`src/hdl/basic_down_timer_defines.vh`:
```
// Function
// Four timers, each a 16-bit prescaler feeding a 16-bit down counter, single or continuous.
// Prescaler clock is internal clock divided by 4 or the timer input pin.
// External source keeps timer input frequency at most internal clock divided by 8.
// Counter underflow at zero is end of count and raises an interrupt request.
// Single mode: at end of count halt, reload, clear start bit; setting restarts.
// Continuous mode: at end of count reload and keep counting until start bit cleared.
// Software loads prescaler and counter before starting, else reset values are used.
// Event counter mode counts one event per falling edge of the timer input.
// External source spaces falling edges by at least eight internal clock cycles.
// Gated mode counts internal clock while input high, holds while input low.
// Triggerable mode starts once after enable and a falling edge; rearm by software.
// Retriggerable mode restarts from loaded constants on every further falling edge.
// No-output mode holds the timer output high, also its reset state.
// Square wave mode inverts the output on every end of count.
// PWM mode drives the output to the software forced level at end of count.
// Counter constant zero stops counting but keeps the interrupt request asserted.
// Timer input is synchronised by two flip-flops; falling edge is a one-cycle pulse.
`ifndef BASIC_DOWN_TIMER_DEFINES_VH
`define BASIC_DOWN_TIMER_DEFINES_VH
`define BT_NUM_TIMERS      4
`define BT_STRIDE          8'h10
`define BT_OFF_CTRL        8'h00
`define BT_OFF_PRESC       8'h04
`define BT_OFF_RELOAD      8'h08
`define BT_OFF_COUNT       8'h0C
`define BT_OFF_IRQ_STATUS  8'h40
`define BT_OFF_IRQ_MASK    8'h44
`define BT_CTRL_START      0
`define BT_CTRL_CONT       1
`define BT_CTRL_INPUT_EN   2
`define BT_CTRL_INMD_LO    3
`define BT_CTRL_INMD_HI    4
`define BT_CTRL_OUTMD_LO   5
`define BT_CTRL_OUTMD_HI   6
`define BT_CTRL_FORCE_LVL  7
`define BT_CTRL_WIDTH      8
`define BT_CTRL_RESET      8'h00
`define BT_PRESC_RESET     16'h0000
`define BT_RELOAD_RESET    16'hFFFF
`define BT_INT_DIV         4
`define BT_RESP_OKAY       2'b00
`define BT_RESP_SLVERR     2'b10
`endif

```
`src/hdl/basic_down_timer.v`:
```
// The AXI4-Lite interface to the registers and the register offsets were decided locally.
`timescale 1ns/10ps
`default_nettype none
`include "basic_down_timer_defines.vh"
module basic_down_timer (
    input  wire        MCLK,
    input  wire        RST,
    input  wire [7:0]  S_AXI_AWADDR,
    input  wire        S_AXI_AWVALID,
    output reg         S_AXI_AWREADY,
    input  wire [31:0] S_AXI_WDATA,
    input  wire [3:0]  S_AXI_WSTRB,
    input  wire        S_AXI_WVALID,
    output reg         S_AXI_WREADY,
    output reg  [1:0]  S_AXI_BRESP,
    output reg         S_AXI_BVALID,
    input  wire        S_AXI_BREADY,
    input  wire [7:0]  S_AXI_ARADDR,
    input  wire        S_AXI_ARVALID,
    output reg         S_AXI_ARREADY,
    output reg  [31:0] S_AXI_RDATA,
    output reg  [1:0]  S_AXI_RRESP,
    output reg         S_AXI_RVALID,
    input  wire        S_AXI_RREADY,
    input  wire [3:0]  TIMER_IN,
    output reg  [3:0]  TIMER_OUT,
    output reg         IRQ
);
    localparam N = `BT_NUM_TIMERS;

    ////////////////////////////////////////////////////////////////////////////
    // Register decode helpers.
    function [1:0] chan_of;
        input [7:0] a;
        begin
            chan_of = a[5:4];
        end
    endfunction

    function is_chan_reg;
        input [7:0] a;
        input [7:0] off;
        begin
            is_chan_reg = (a[7:6] == 2'b00) && ({4'h0, a[3:0]} == off);
        end
    endfunction

    function [15:0] merge16;
        input [15:0] old;
        input [31:0] d;
        input [3:0]  s;
        begin
            merge16 = {s[1] ? d[15:8] : old[15:8], s[0] ? d[7:0] : old[7:0]};
        end
    endfunction

    ////////////////////////////////////////////////////////////////////////////
    // Internal clock divider: one tick every four clocks.
    reg [1:0] div_r;
    wire      int_tick = (div_r == 2'd3);
    always @(posedge MCLK or posedge RST) begin
        if (RST) begin
            div_r <= 2'd0;
        end else begin
            div_r <= div_r + 2'd1;
        end
    end

    ////////////////////////////////////////////////////////////////////////////
    // Software registers.
    reg  [7:0]  ctrl_r   [0:N-1];
    reg  [15:0] presc_r  [0:N-1];
    reg  [15:0] reload_r [0:N-1];
    reg  [3:0]  start_set_r;
    reg  [3:0]  irq_stat_r;
    reg  [3:0]  irq_mask_r;
    wire [3:0]  running;
    wire [3:0]  eoc;
    wire [3:0]  tout;
    wire [15:0] count_w [0:N-1];
    wire [3:0]  in_lvl;
    wire [3:0]  in_fall;

    genvar g;
    generate
        for (g = 0; g < N; g = g + 1) begin : ch
            input_edge_sync u_sync (
                .MCLK   (MCLK),
                .RST    (RST),
                .pin_in (TIMER_IN[g]),
                .level  (in_lvl[g]),
                .fall   (in_fall[g])
            );
            timer_channel u_tmr (
                .MCLK       (MCLK),
                .RST        (RST),
                .int_tick   (int_tick),
                .in_level   (in_lvl[g]),
                .in_fall    (in_fall[g]),
                .ctrl       (ctrl_r[g]),
                .presc_val  (presc_r[g]),
                .reload_val (reload_r[g]),
                .start_set  (start_set_r[g]),
                .running_r  (running[g]),
                .count_r    (count_w[g]),
                .out_r      (tout[g]),
                .eoc        (eoc[g])
            );
        end
    endgenerate

    ////////////////////////////////////////////////////////////////////////////
    // AXI4-Lite write channel.
    reg  [7:0]  awaddr_r;
    reg  [31:0] wdata_r;
    reg  [3:0]  wstrb_r;
    reg         aw_have_r;
    reg         w_have_r;
    wire        aw_take = S_AXI_AWVALID & S_AXI_AWREADY;
    wire        w_take  = S_AXI_WVALID & S_AXI_WREADY;
    wire        do_write = aw_have_r & w_have_r & ~S_AXI_BVALID;
    wire [1:0]  wch = chan_of(awaddr_r);
    wire        w_ctrl   = is_chan_reg(awaddr_r, `BT_OFF_CTRL);
    wire        w_presc  = is_chan_reg(awaddr_r, `BT_OFF_PRESC);
    wire        w_reload = is_chan_reg(awaddr_r, `BT_OFF_RELOAD);
    wire        w_count  = is_chan_reg(awaddr_r, `BT_OFF_COUNT);
    wire        w_stat   = (awaddr_r == `BT_OFF_IRQ_STATUS);
    wire        w_mask   = (awaddr_r == `BT_OFF_IRQ_MASK);
    wire        w_ok     = w_ctrl | w_presc | w_reload | w_count | w_stat | w_mask;
    reg  [3:0]  stat_clr;

    always @* begin
        stat_clr = 4'h0;
        if (do_write && w_stat && wstrb_r[0]) begin
            stat_clr = wdata_r[3:0];
        end
    end

    integer i;
    always @(posedge MCLK or posedge RST) begin
        if (RST) begin
            S_AXI_AWREADY <= 1'b0;
            S_AXI_WREADY  <= 1'b0;
            S_AXI_BVALID  <= 1'b0;
            S_AXI_BRESP   <= `BT_RESP_OKAY;
            aw_have_r     <= 1'b0;
            w_have_r      <= 1'b0;
            awaddr_r      <= 8'h00;
            wdata_r       <= 32'h0000_0000;
            wstrb_r       <= 4'h0;
            start_set_r   <= 4'h0;
            irq_mask_r    <= 4'h0;
            for (i = 0; i < N; i = i + 1) begin
                ctrl_r[i]   <= `BT_CTRL_RESET;
                presc_r[i]  <= `BT_PRESC_RESET;
                reload_r[i] <= `BT_RELOAD_RESET;
            end
        end else begin
            S_AXI_AWREADY <= ~aw_have_r & ~S_AXI_AWREADY & S_AXI_AWVALID;
            S_AXI_WREADY  <= ~w_have_r & ~S_AXI_WREADY & S_AXI_WVALID;
            if (aw_take) begin
                aw_have_r <= 1'b1;
                awaddr_r  <= S_AXI_AWADDR;
            end
            if (w_take) begin
                w_have_r <= 1'b1;
                wdata_r  <= S_AXI_WDATA;
                wstrb_r  <= S_AXI_WSTRB;
            end
            start_set_r <= 4'h0;
            for (i = 0; i < N; i = i + 1) begin
                if (running[i] == 1'b0 && start_set_r[i] == 1'b0) begin
                    ctrl_r[i][`BT_CTRL_START] <= 1'b0;
                end
            end
            if (do_write) begin
                aw_have_r    <= 1'b0;
                w_have_r     <= 1'b0;
                S_AXI_BVALID <= 1'b1;
                S_AXI_BRESP  <= w_ok ? `BT_RESP_OKAY : `BT_RESP_SLVERR;
                if (w_ctrl && wstrb_r[0]) begin
                    ctrl_r[wch] <= wdata_r[7:0];
                    start_set_r[wch] <= wdata_r[`BT_CTRL_START] & ~ctrl_r[wch][`BT_CTRL_START];
                end
                if (w_presc) begin
                    presc_r[wch] <= merge16(presc_r[wch], wdata_r, wstrb_r);
                end
                if (w_reload) begin
                    reload_r[wch] <= merge16(reload_r[wch], wdata_r, wstrb_r);
                end
                if (w_mask && wstrb_r[0]) begin
                    irq_mask_r <= wdata_r[3:0];
                end
            end else if (S_AXI_BVALID && S_AXI_BREADY) begin
                S_AXI_BVALID <= 1'b0;
            end
        end
    end

    ////////////////////////////////////////////////////////////////////////////
    // Interrupt status: a new end of count wins over a clear in the same cycle.
    always @(posedge MCLK or posedge RST) begin
        if (RST) begin
            irq_stat_r <= 4'h0;
            IRQ        <= 1'b0;
            TIMER_OUT  <= 4'hF;
        end else begin
            irq_stat_r <= (irq_stat_r & ~stat_clr) | eoc;
            IRQ        <= |(((irq_stat_r & ~stat_clr) | eoc) & irq_mask_r);
            TIMER_OUT  <= tout;
        end
    end

    ////////////////////////////////////////////////////////////////////////////
    // AXI4-Lite read channel.
    wire [1:0] rch = chan_of(S_AXI_ARADDR);
    always @(posedge MCLK or posedge RST) begin
        if (RST) begin
            S_AXI_ARREADY <= 1'b0;
            S_AXI_RVALID  <= 1'b0;
            S_AXI_RDATA   <= 32'h0000_0000;
            S_AXI_RRESP   <= `BT_RESP_OKAY;
        end else begin
            S_AXI_ARREADY <= ~S_AXI_ARREADY & ~S_AXI_RVALID & S_AXI_ARVALID;
            if (S_AXI_ARVALID && S_AXI_ARREADY) begin
                S_AXI_RVALID <= 1'b1;
                S_AXI_RRESP  <= `BT_RESP_OKAY;
                if (is_chan_reg(S_AXI_ARADDR, `BT_OFF_CTRL)) begin
                    S_AXI_RDATA <= {24'h00_0000, ctrl_r[rch]};
                end else if (is_chan_reg(S_AXI_ARADDR, `BT_OFF_PRESC)) begin
                    S_AXI_RDATA <= {16'h0000, presc_r[rch]};
                end else if (is_chan_reg(S_AXI_ARADDR, `BT_OFF_RELOAD)) begin
                    S_AXI_RDATA <= {16'h0000, reload_r[rch]};
                end else if (is_chan_reg(S_AXI_ARADDR, `BT_OFF_COUNT)) begin
                    S_AXI_RDATA <= {16'h0000, count_w[rch]};
                end else if (S_AXI_ARADDR == `BT_OFF_IRQ_STATUS) begin
                    S_AXI_RDATA <= {28'h000_0000, irq_stat_r};
                end else if (S_AXI_ARADDR == `BT_OFF_IRQ_MASK) begin
                    S_AXI_RDATA <= {28'h000_0000, irq_mask_r};
                end else begin
                    S_AXI_RDATA <= 32'h0000_0000;
                    S_AXI_RRESP <= `BT_RESP_SLVERR;
                end
            end else if (S_AXI_RVALID && S_AXI_RREADY) begin
                S_AXI_RVALID <= 1'b0;
            end
        end
    end
endmodule // basic_down_timer
`default_nettype wire

```
`src/hdl/input_edge_sync.v`:
```
`timescale 1ns/10ps
`default_nettype none
module input_edge_sync (
    input  wire MCLK,
    input  wire RST,
    input  wire pin_in,
    output wire level,
    output wire fall
);
    reg meta_r;
    reg sync_r;
    reg prev_r;
    always @(posedge MCLK or posedge RST) begin
        if (RST) begin
            meta_r <= 1'b1;
            sync_r <= 1'b1;
            prev_r <= 1'b1;
        end else begin
            meta_r <= pin_in;
            sync_r <= meta_r;
            prev_r <= sync_r;
        end
    end
    assign level = sync_r;
    assign fall  = prev_r & ~sync_r;
endmodule // input_edge_sync
`default_nettype wire

```
`src/hdl/timer_channel.v`:
```
`timescale 1ns/10ps
`default_nettype none
`include "basic_down_timer_defines.vh"
module timer_channel (
    input  wire        MCLK,
    input  wire        RST,
    input  wire        int_tick,
    input  wire        in_level,
    input  wire        in_fall,
    input  wire [7:0]  ctrl,
    input  wire [15:0] presc_val,
    input  wire [15:0] reload_val,
    input  wire        start_set,
    output reg         running_r,
    output reg  [15:0] count_r,
    output reg         out_r,
    output wire        eoc
);
    localparam MODE_EVENT = 2'd0;
    localparam MODE_GATED = 2'd1;
    localparam MODE_TRIG  = 2'd2;
    localparam MODE_RETRG = 2'd3;
    localparam OUT_NONE   = 2'd0;
    localparam OUT_SQUARE = 2'd1;

    reg  [15:0] pre_r;
    reg         armed_r;
    wire [1:0]  in_mode  = {ctrl[`BT_CTRL_INMD_HI], ctrl[`BT_CTRL_INMD_LO]};
    wire [1:0]  out_mode = {ctrl[`BT_CTRL_OUTMD_HI], ctrl[`BT_CTRL_OUTMD_LO]};
    wire        use_in   = ctrl[`BT_CTRL_INPUT_EN];
    wire        zero_cst = (reload_val == 16'h0000);
    reg         tick;
    wire        go       = running_r & armed_r & ~zero_cst;
    wire        pre_wrap = go & tick & (pre_r == 16'h0000);
    wire        underflow = pre_wrap & (count_r == 16'h0000);
    wire        retrig   = running_r & use_in & (in_mode == MODE_RETRG) & in_fall & armed_r;
    assign eoc = underflow | (running_r & zero_cst);

    always @* begin
        if (!use_in) begin
            tick = int_tick;
        end else if (in_mode == MODE_EVENT) begin
            tick = in_fall;
        end else if (in_mode == MODE_GATED) begin
            tick = int_tick & in_level;
        end else begin
            tick = int_tick;
        end
    end

    always @(posedge MCLK or posedge RST) begin
        if (RST) begin
            running_r <= 1'b0;
            armed_r   <= 1'b0;
            pre_r     <= `BT_PRESC_RESET;
            count_r   <= `BT_RELOAD_RESET;
            out_r     <= 1'b1;
        end else begin
            if (start_set) begin
                running_r <= 1'b1;
                armed_r   <= ~(use_in & in_mode[1]);
                pre_r     <= presc_val;
                count_r   <= reload_val;
            end else if (!ctrl[`BT_CTRL_START]) begin
                running_r <= 1'b0;
            end else if (running_r & ~armed_r & in_fall) begin
                armed_r <= 1'b1;
            end else if (retrig) begin
                pre_r   <= presc_val;
                count_r <= reload_val;
            end else if (underflow) begin
                pre_r   <= presc_val;
                count_r <= reload_val;
                if (!ctrl[`BT_CTRL_CONT]) begin
                    running_r <= 1'b0;
                end
            end else if (go & tick) begin
                if (pre_wrap) begin
                    pre_r   <= presc_val;
                    count_r <= count_r - 16'h0001;
                end else begin
                    pre_r <= pre_r - 16'h0001;
                end
            end
            if (out_mode == OUT_NONE) begin
                out_r <= 1'b1;
            end else if (underflow) begin
                if (out_mode == OUT_SQUARE) begin
                    out_r <= ~out_r;
                end else begin
                    out_r <= ctrl[`BT_CTRL_FORCE_LVL];
                end
            end
        end
    end
endmodule // timer_channel
`default_nettype wire

```
`config.mk`:
```
export PLATFORM = sky130hd
export DESIGN_NAME = basic_down_timer
export DESIGN_NICKNAME = d
export VERILOG_FILES = /design/src/hdl/basic_down_timer.v /design/src/hdl/input_edge_sync.v /design/src/hdl/timer_channel.v
export VERILOG_INCLUDE_DIRS = /design/src /design/src/hdl
export SDC_FILE = /design/constraint.sdc
export NUM_CORES = 1
export LEC_CHECK = 0
export BUFFER_PORTS_ARGS = -buffer_cell sky130_fd_sc_hd__buf_2
export CAP_MARGIN = 10
export CELL_PAD_IN_SITES_DETAIL_PLACEMENT = 0
export CELL_PAD_IN_SITES_GLOBAL_PLACEMENT = 2
export CORE_MARGIN = 4
export CORE_UTILIZATION = 38
export DETAILED_ROUTE_END_ITERATION = 16
export GPL_TIMING_DRIVEN = 0
export PLACE_DENSITY_LB_ADDON = 0.05
export SLEW_MARGIN = 15
export SYNTH_ARGS = -nofsm -noshare
export SYNTH_HDL_FRONTEND = slang
export SYNTH_SLANG_ARGS = --single-unit
```
`constraint.sdc`:
```
create_clock -name MCLK -period 12.9 [get_ports MCLK]
set_clock_uncertainty 0.05 [all_clocks]
set_input_delay 1.935 -clock MCLK [delete_from_list [all_inputs] [get_ports MCLK]]
set_output_delay 1.935 -clock MCLK [all_outputs]
set_load 0.05 [all_outputs]
```
==> impl_metrics.env <==
export IMPL_status="finished clean"
export IMPL_ys_flop_type="dfrtp_1"
export IMPL_cp_data_arrival_time_ns=4.52
export IMPL_die_x_um=247
export IMPL_p_per_area_nw_per_um2=158
export IMPL_place_congestion=0.908
export IMPL_worstSetupStartpointType="input pin"
export IMPL_critPathCaptureType="flip-flop"
export IMPL_cts_hold_buf=0
export IMPL_fmaxAchievable_ghz=0.243
export IMPL_fin_area_um2=24800
export IMPL_rsz0062_at_grt="no"
export IMPL_drt_iter0_markers=1586
export IMPL_drv_slew=0
export IMPL_wirelength_um=83100
export IMPL_grt_pass1_wl_um=121000
export IMPL_ant_nets=0
export IMPL_synth_area_um2=21700
export IMPL_antenna_found_initial=7
export IMPL_vdd_drop_max_uv=101
export IMPL_maxCapViolCount=0
export IMPL_root_buffer="clkbuf_16"
export IMPL_wl_per_cell_um=28.3
export IMPL_vias=17700
export IMPL_clock_path_buffers=3
export IMPL_worst_pin_slew_ns=1.05
export IMPL_dp_final_hpwl_um=64400
export IMPL_ys_seq_elements=382
export IMPL_synthesis_area_per_instance_um2=10.9
export IMPL_worstSetupPathType="in2reg"
export IMPL_boundaryPins=109
export IMPL_initial_core_util_pct=38.5
export IMPL_grt_total_usage_pct=27.1
export IMPL_finalSetupViolations=0
export IMPL_path_clk_slew_ns=0.06
export IMPL_rows=87
export IMPL_grt_overflow=0
export IMPL_leakage_uw=0.0110
export IMPL_drive_gt1_share_pct=29.7
export IMPL_cts_resized=0
export IMPL_synth_distinct_cells=82
export IMPL_syn2layout_area_growth_pct=14.4
export IMPL_min_period_over_period_pct=31.9
export IMPL_clk_insertion_delay_late_ns=0.60
export IMPL_cts_made_buffers=47
export IMPL_synthArstFlopShare_pct=100
export IMPL_relSlewSlack_pct=29.0
export IMPL_die_area_um2=60900
export IMPL_grt_pass1_vias=17300
export IMPL_min_path_type="reg2reg"
export IMPL_portBuffers=70
export IMPL_place_area_um2=23200
export IMPL_fin_crit_ns=4.12
export IMPL_die_h_um=247
export IMPL_post_cts_buffers=0
export IMPL_tritoncts="done"
export IMPL_yosysWarnings=0
export IMPL_avgViaCountPerCell=6.02
export IMPL_hold_viol=0
export IMPL_grt_max_degree=99
export IMPL_nets=2215
export IMPL_finalPower_uw=3910
export IMPL_cp_required_ns=13.30
export IMPL_cts_sinks=382
export IMPL_dr_pass1_iters=6
export IMPL_drc_errors=0
export IMPL_syn_inst=1998
export IMPL_fin_hold_ws_ns=0.305
export IMPL_worstPathMaxFanout=10
export IMPL_yosysSeqAreaShare_pct=44.9
export IMPL_core_um2=56400
export IMPL_htree_levels=2
export IMPL_synth_edff_count=0
-- per-layer routing --
layer | wire length [um] | GRT usage [%]
met3 | 5950 | 5.31
met2 | 35200 | 38.7
met5 | 0 | 0
met1 | 38600 | 40.9
met4 | 3280 | 9.69
-- worst paths after layout --
| kind | cells after the start | endpoint | slack (ns) | startpoint |
|---|---|---|---|---|
| min in group asynchronous | 2 | wdata_r[12]$_DFFE_PP0P_ | 1.24 | RST |
| min reg2reg | 0 | ch[0].u_sync.level$_DFF_PP1_ | 0.30 | ch[0].u_sync.meta_r$_DFF_PP1_ |
| max reg2reg | 7 | ch[3].u_tmr.running_r$_DFFE_PP0P_ | 9.71 | ch[3].u_tmr.count_r[0]$_DFFE_PP1P_ |
| max in group asynchronous | 4 | ch[1].u_tmr.count_r[6]$_DFFE_PP1P_ | 10.30 | RST |
| min | 0 | ch[0].u_sync.level$_DFF_PP1_ | 0.30 | ch[0].u_sync.meta_r$_DFF_PP1_ |
| max | 7 | S_AXI_RDATA[0]$_DFFE_PP0P_ | 8.78 | S_AXI_ARADDR[5] |
-- synthesized netlist by cell type (17+ instances only) --
cell type	number	area [um2]
nand2_1	109	409
nand4_1	17	106
o21ai_0	130	651
mux2_2	149	1680
nor4_1	52	325
o2bb2ai_1	34	298
inv_1	74	278
a2bb2oi_1	22	193
mux2i_1	92	921
nand3_1	49	245
buf_4	21	158
dfrtp_1	234	5860
nor3_1	63	315
nor2_1	155	582
clkbuf_1	52	195
mux4_2	93	2090
a21oi_1	135	676
a22oi_1	33	248
dfstp_2	148	3890
buf_2	38	190
-- cell type report --
class	count	area, um2
clock inverters	23	315
inverters	74	285
multi-input cells	1433	11100
flip-flops and latches	382	9740
repair buffers	75	468
clock buffers	63	1320
plain buffers	126	629
fillers	5486	31600
well taps	756	946
diodes	1	2.50
-- state kept, by name (all words and copies together), names as in the netlist, 8 cells and up --
name              flops
ctrl_r               32
reload_r             64
presc_r              64
ch.u_tmr.pre_r       64
wdata_r              16
S_AXI_RDATA          16
awaddr_r              8
ch.u_tmr.count_r     64
-- logic make-up (layout without fill, tap and decap cells) --
group / after synthesis / after routing / share of synthesized area [%]
AND/OR/NAND/NOR: 576 / 576 / 13.8
multiplexers: 334 / 334 / 21.6
buffers and inverters: 200 / 361 / 4.18
adder cells (fa/ha/maj): 13 / 13 / 0.750
AO/OA/AOI/OAI: 492 / 492 / 14.7
flip-flops: 382 / 382 / 44.9
other: 1 / 19 / 0.0173
-- placed cells by master (no fill, tap or decap), drive strengths merged, types with 12 or more instances in the layout --
master,Yosys,final
a21oi,140,140
a22o,14,14
a22oi,33,33
a2bb2oi,22,22
and2,15,15
buf,74,149
clkbuf,52,115
conb,1,18
dfrtp,234,234
dfstp,148,148
ha,13,13
inv,74,75
mux2,149,149
mux2i,92,92
mux4,93,93
nand2,110,110
nand2b,13,13
nand3,49,49
nand4,17,17
nor2,158,158
nor3,66,66
nor4,56,56
o211ai,14,14
o21ai,134,134
o22ai,14,14
o2bb2ai,34,34
or3,13,13
or4,12,12
-- metrics by stage --
stage               setup TNS [ns]  util (%)  setup slack [ns]  cells
finish                           0      44.0              8.78   2933
global route                     0      44.0              8.68   2932
CTS                              0      44.0              8.87   2932
detailed placement               0      41.1              8.24   2846
global placement          -1046.70      40.9             -4.50   2841
floorplan                        0         -             0.546   2015
-- report_power, final --
part           switching, uW  total (uW)  leakage, uW  internal (uW)
combinational            474         800      0.00552            326
sequential               319        1680      0.00471           1360
clock                    570        1430     0.000782            857
total                   1360        3910       0.0110           2550
-- critical path, cell delays in order --
cell and delay, ns:
buf_2 0.11, buf_2 0.38, clkbuf_1 0.66, buf_2 0.44, mux4_2 0.38, nor4_1 0.46, o31ai_1 0.12
(Power assumes the default switching activity.)
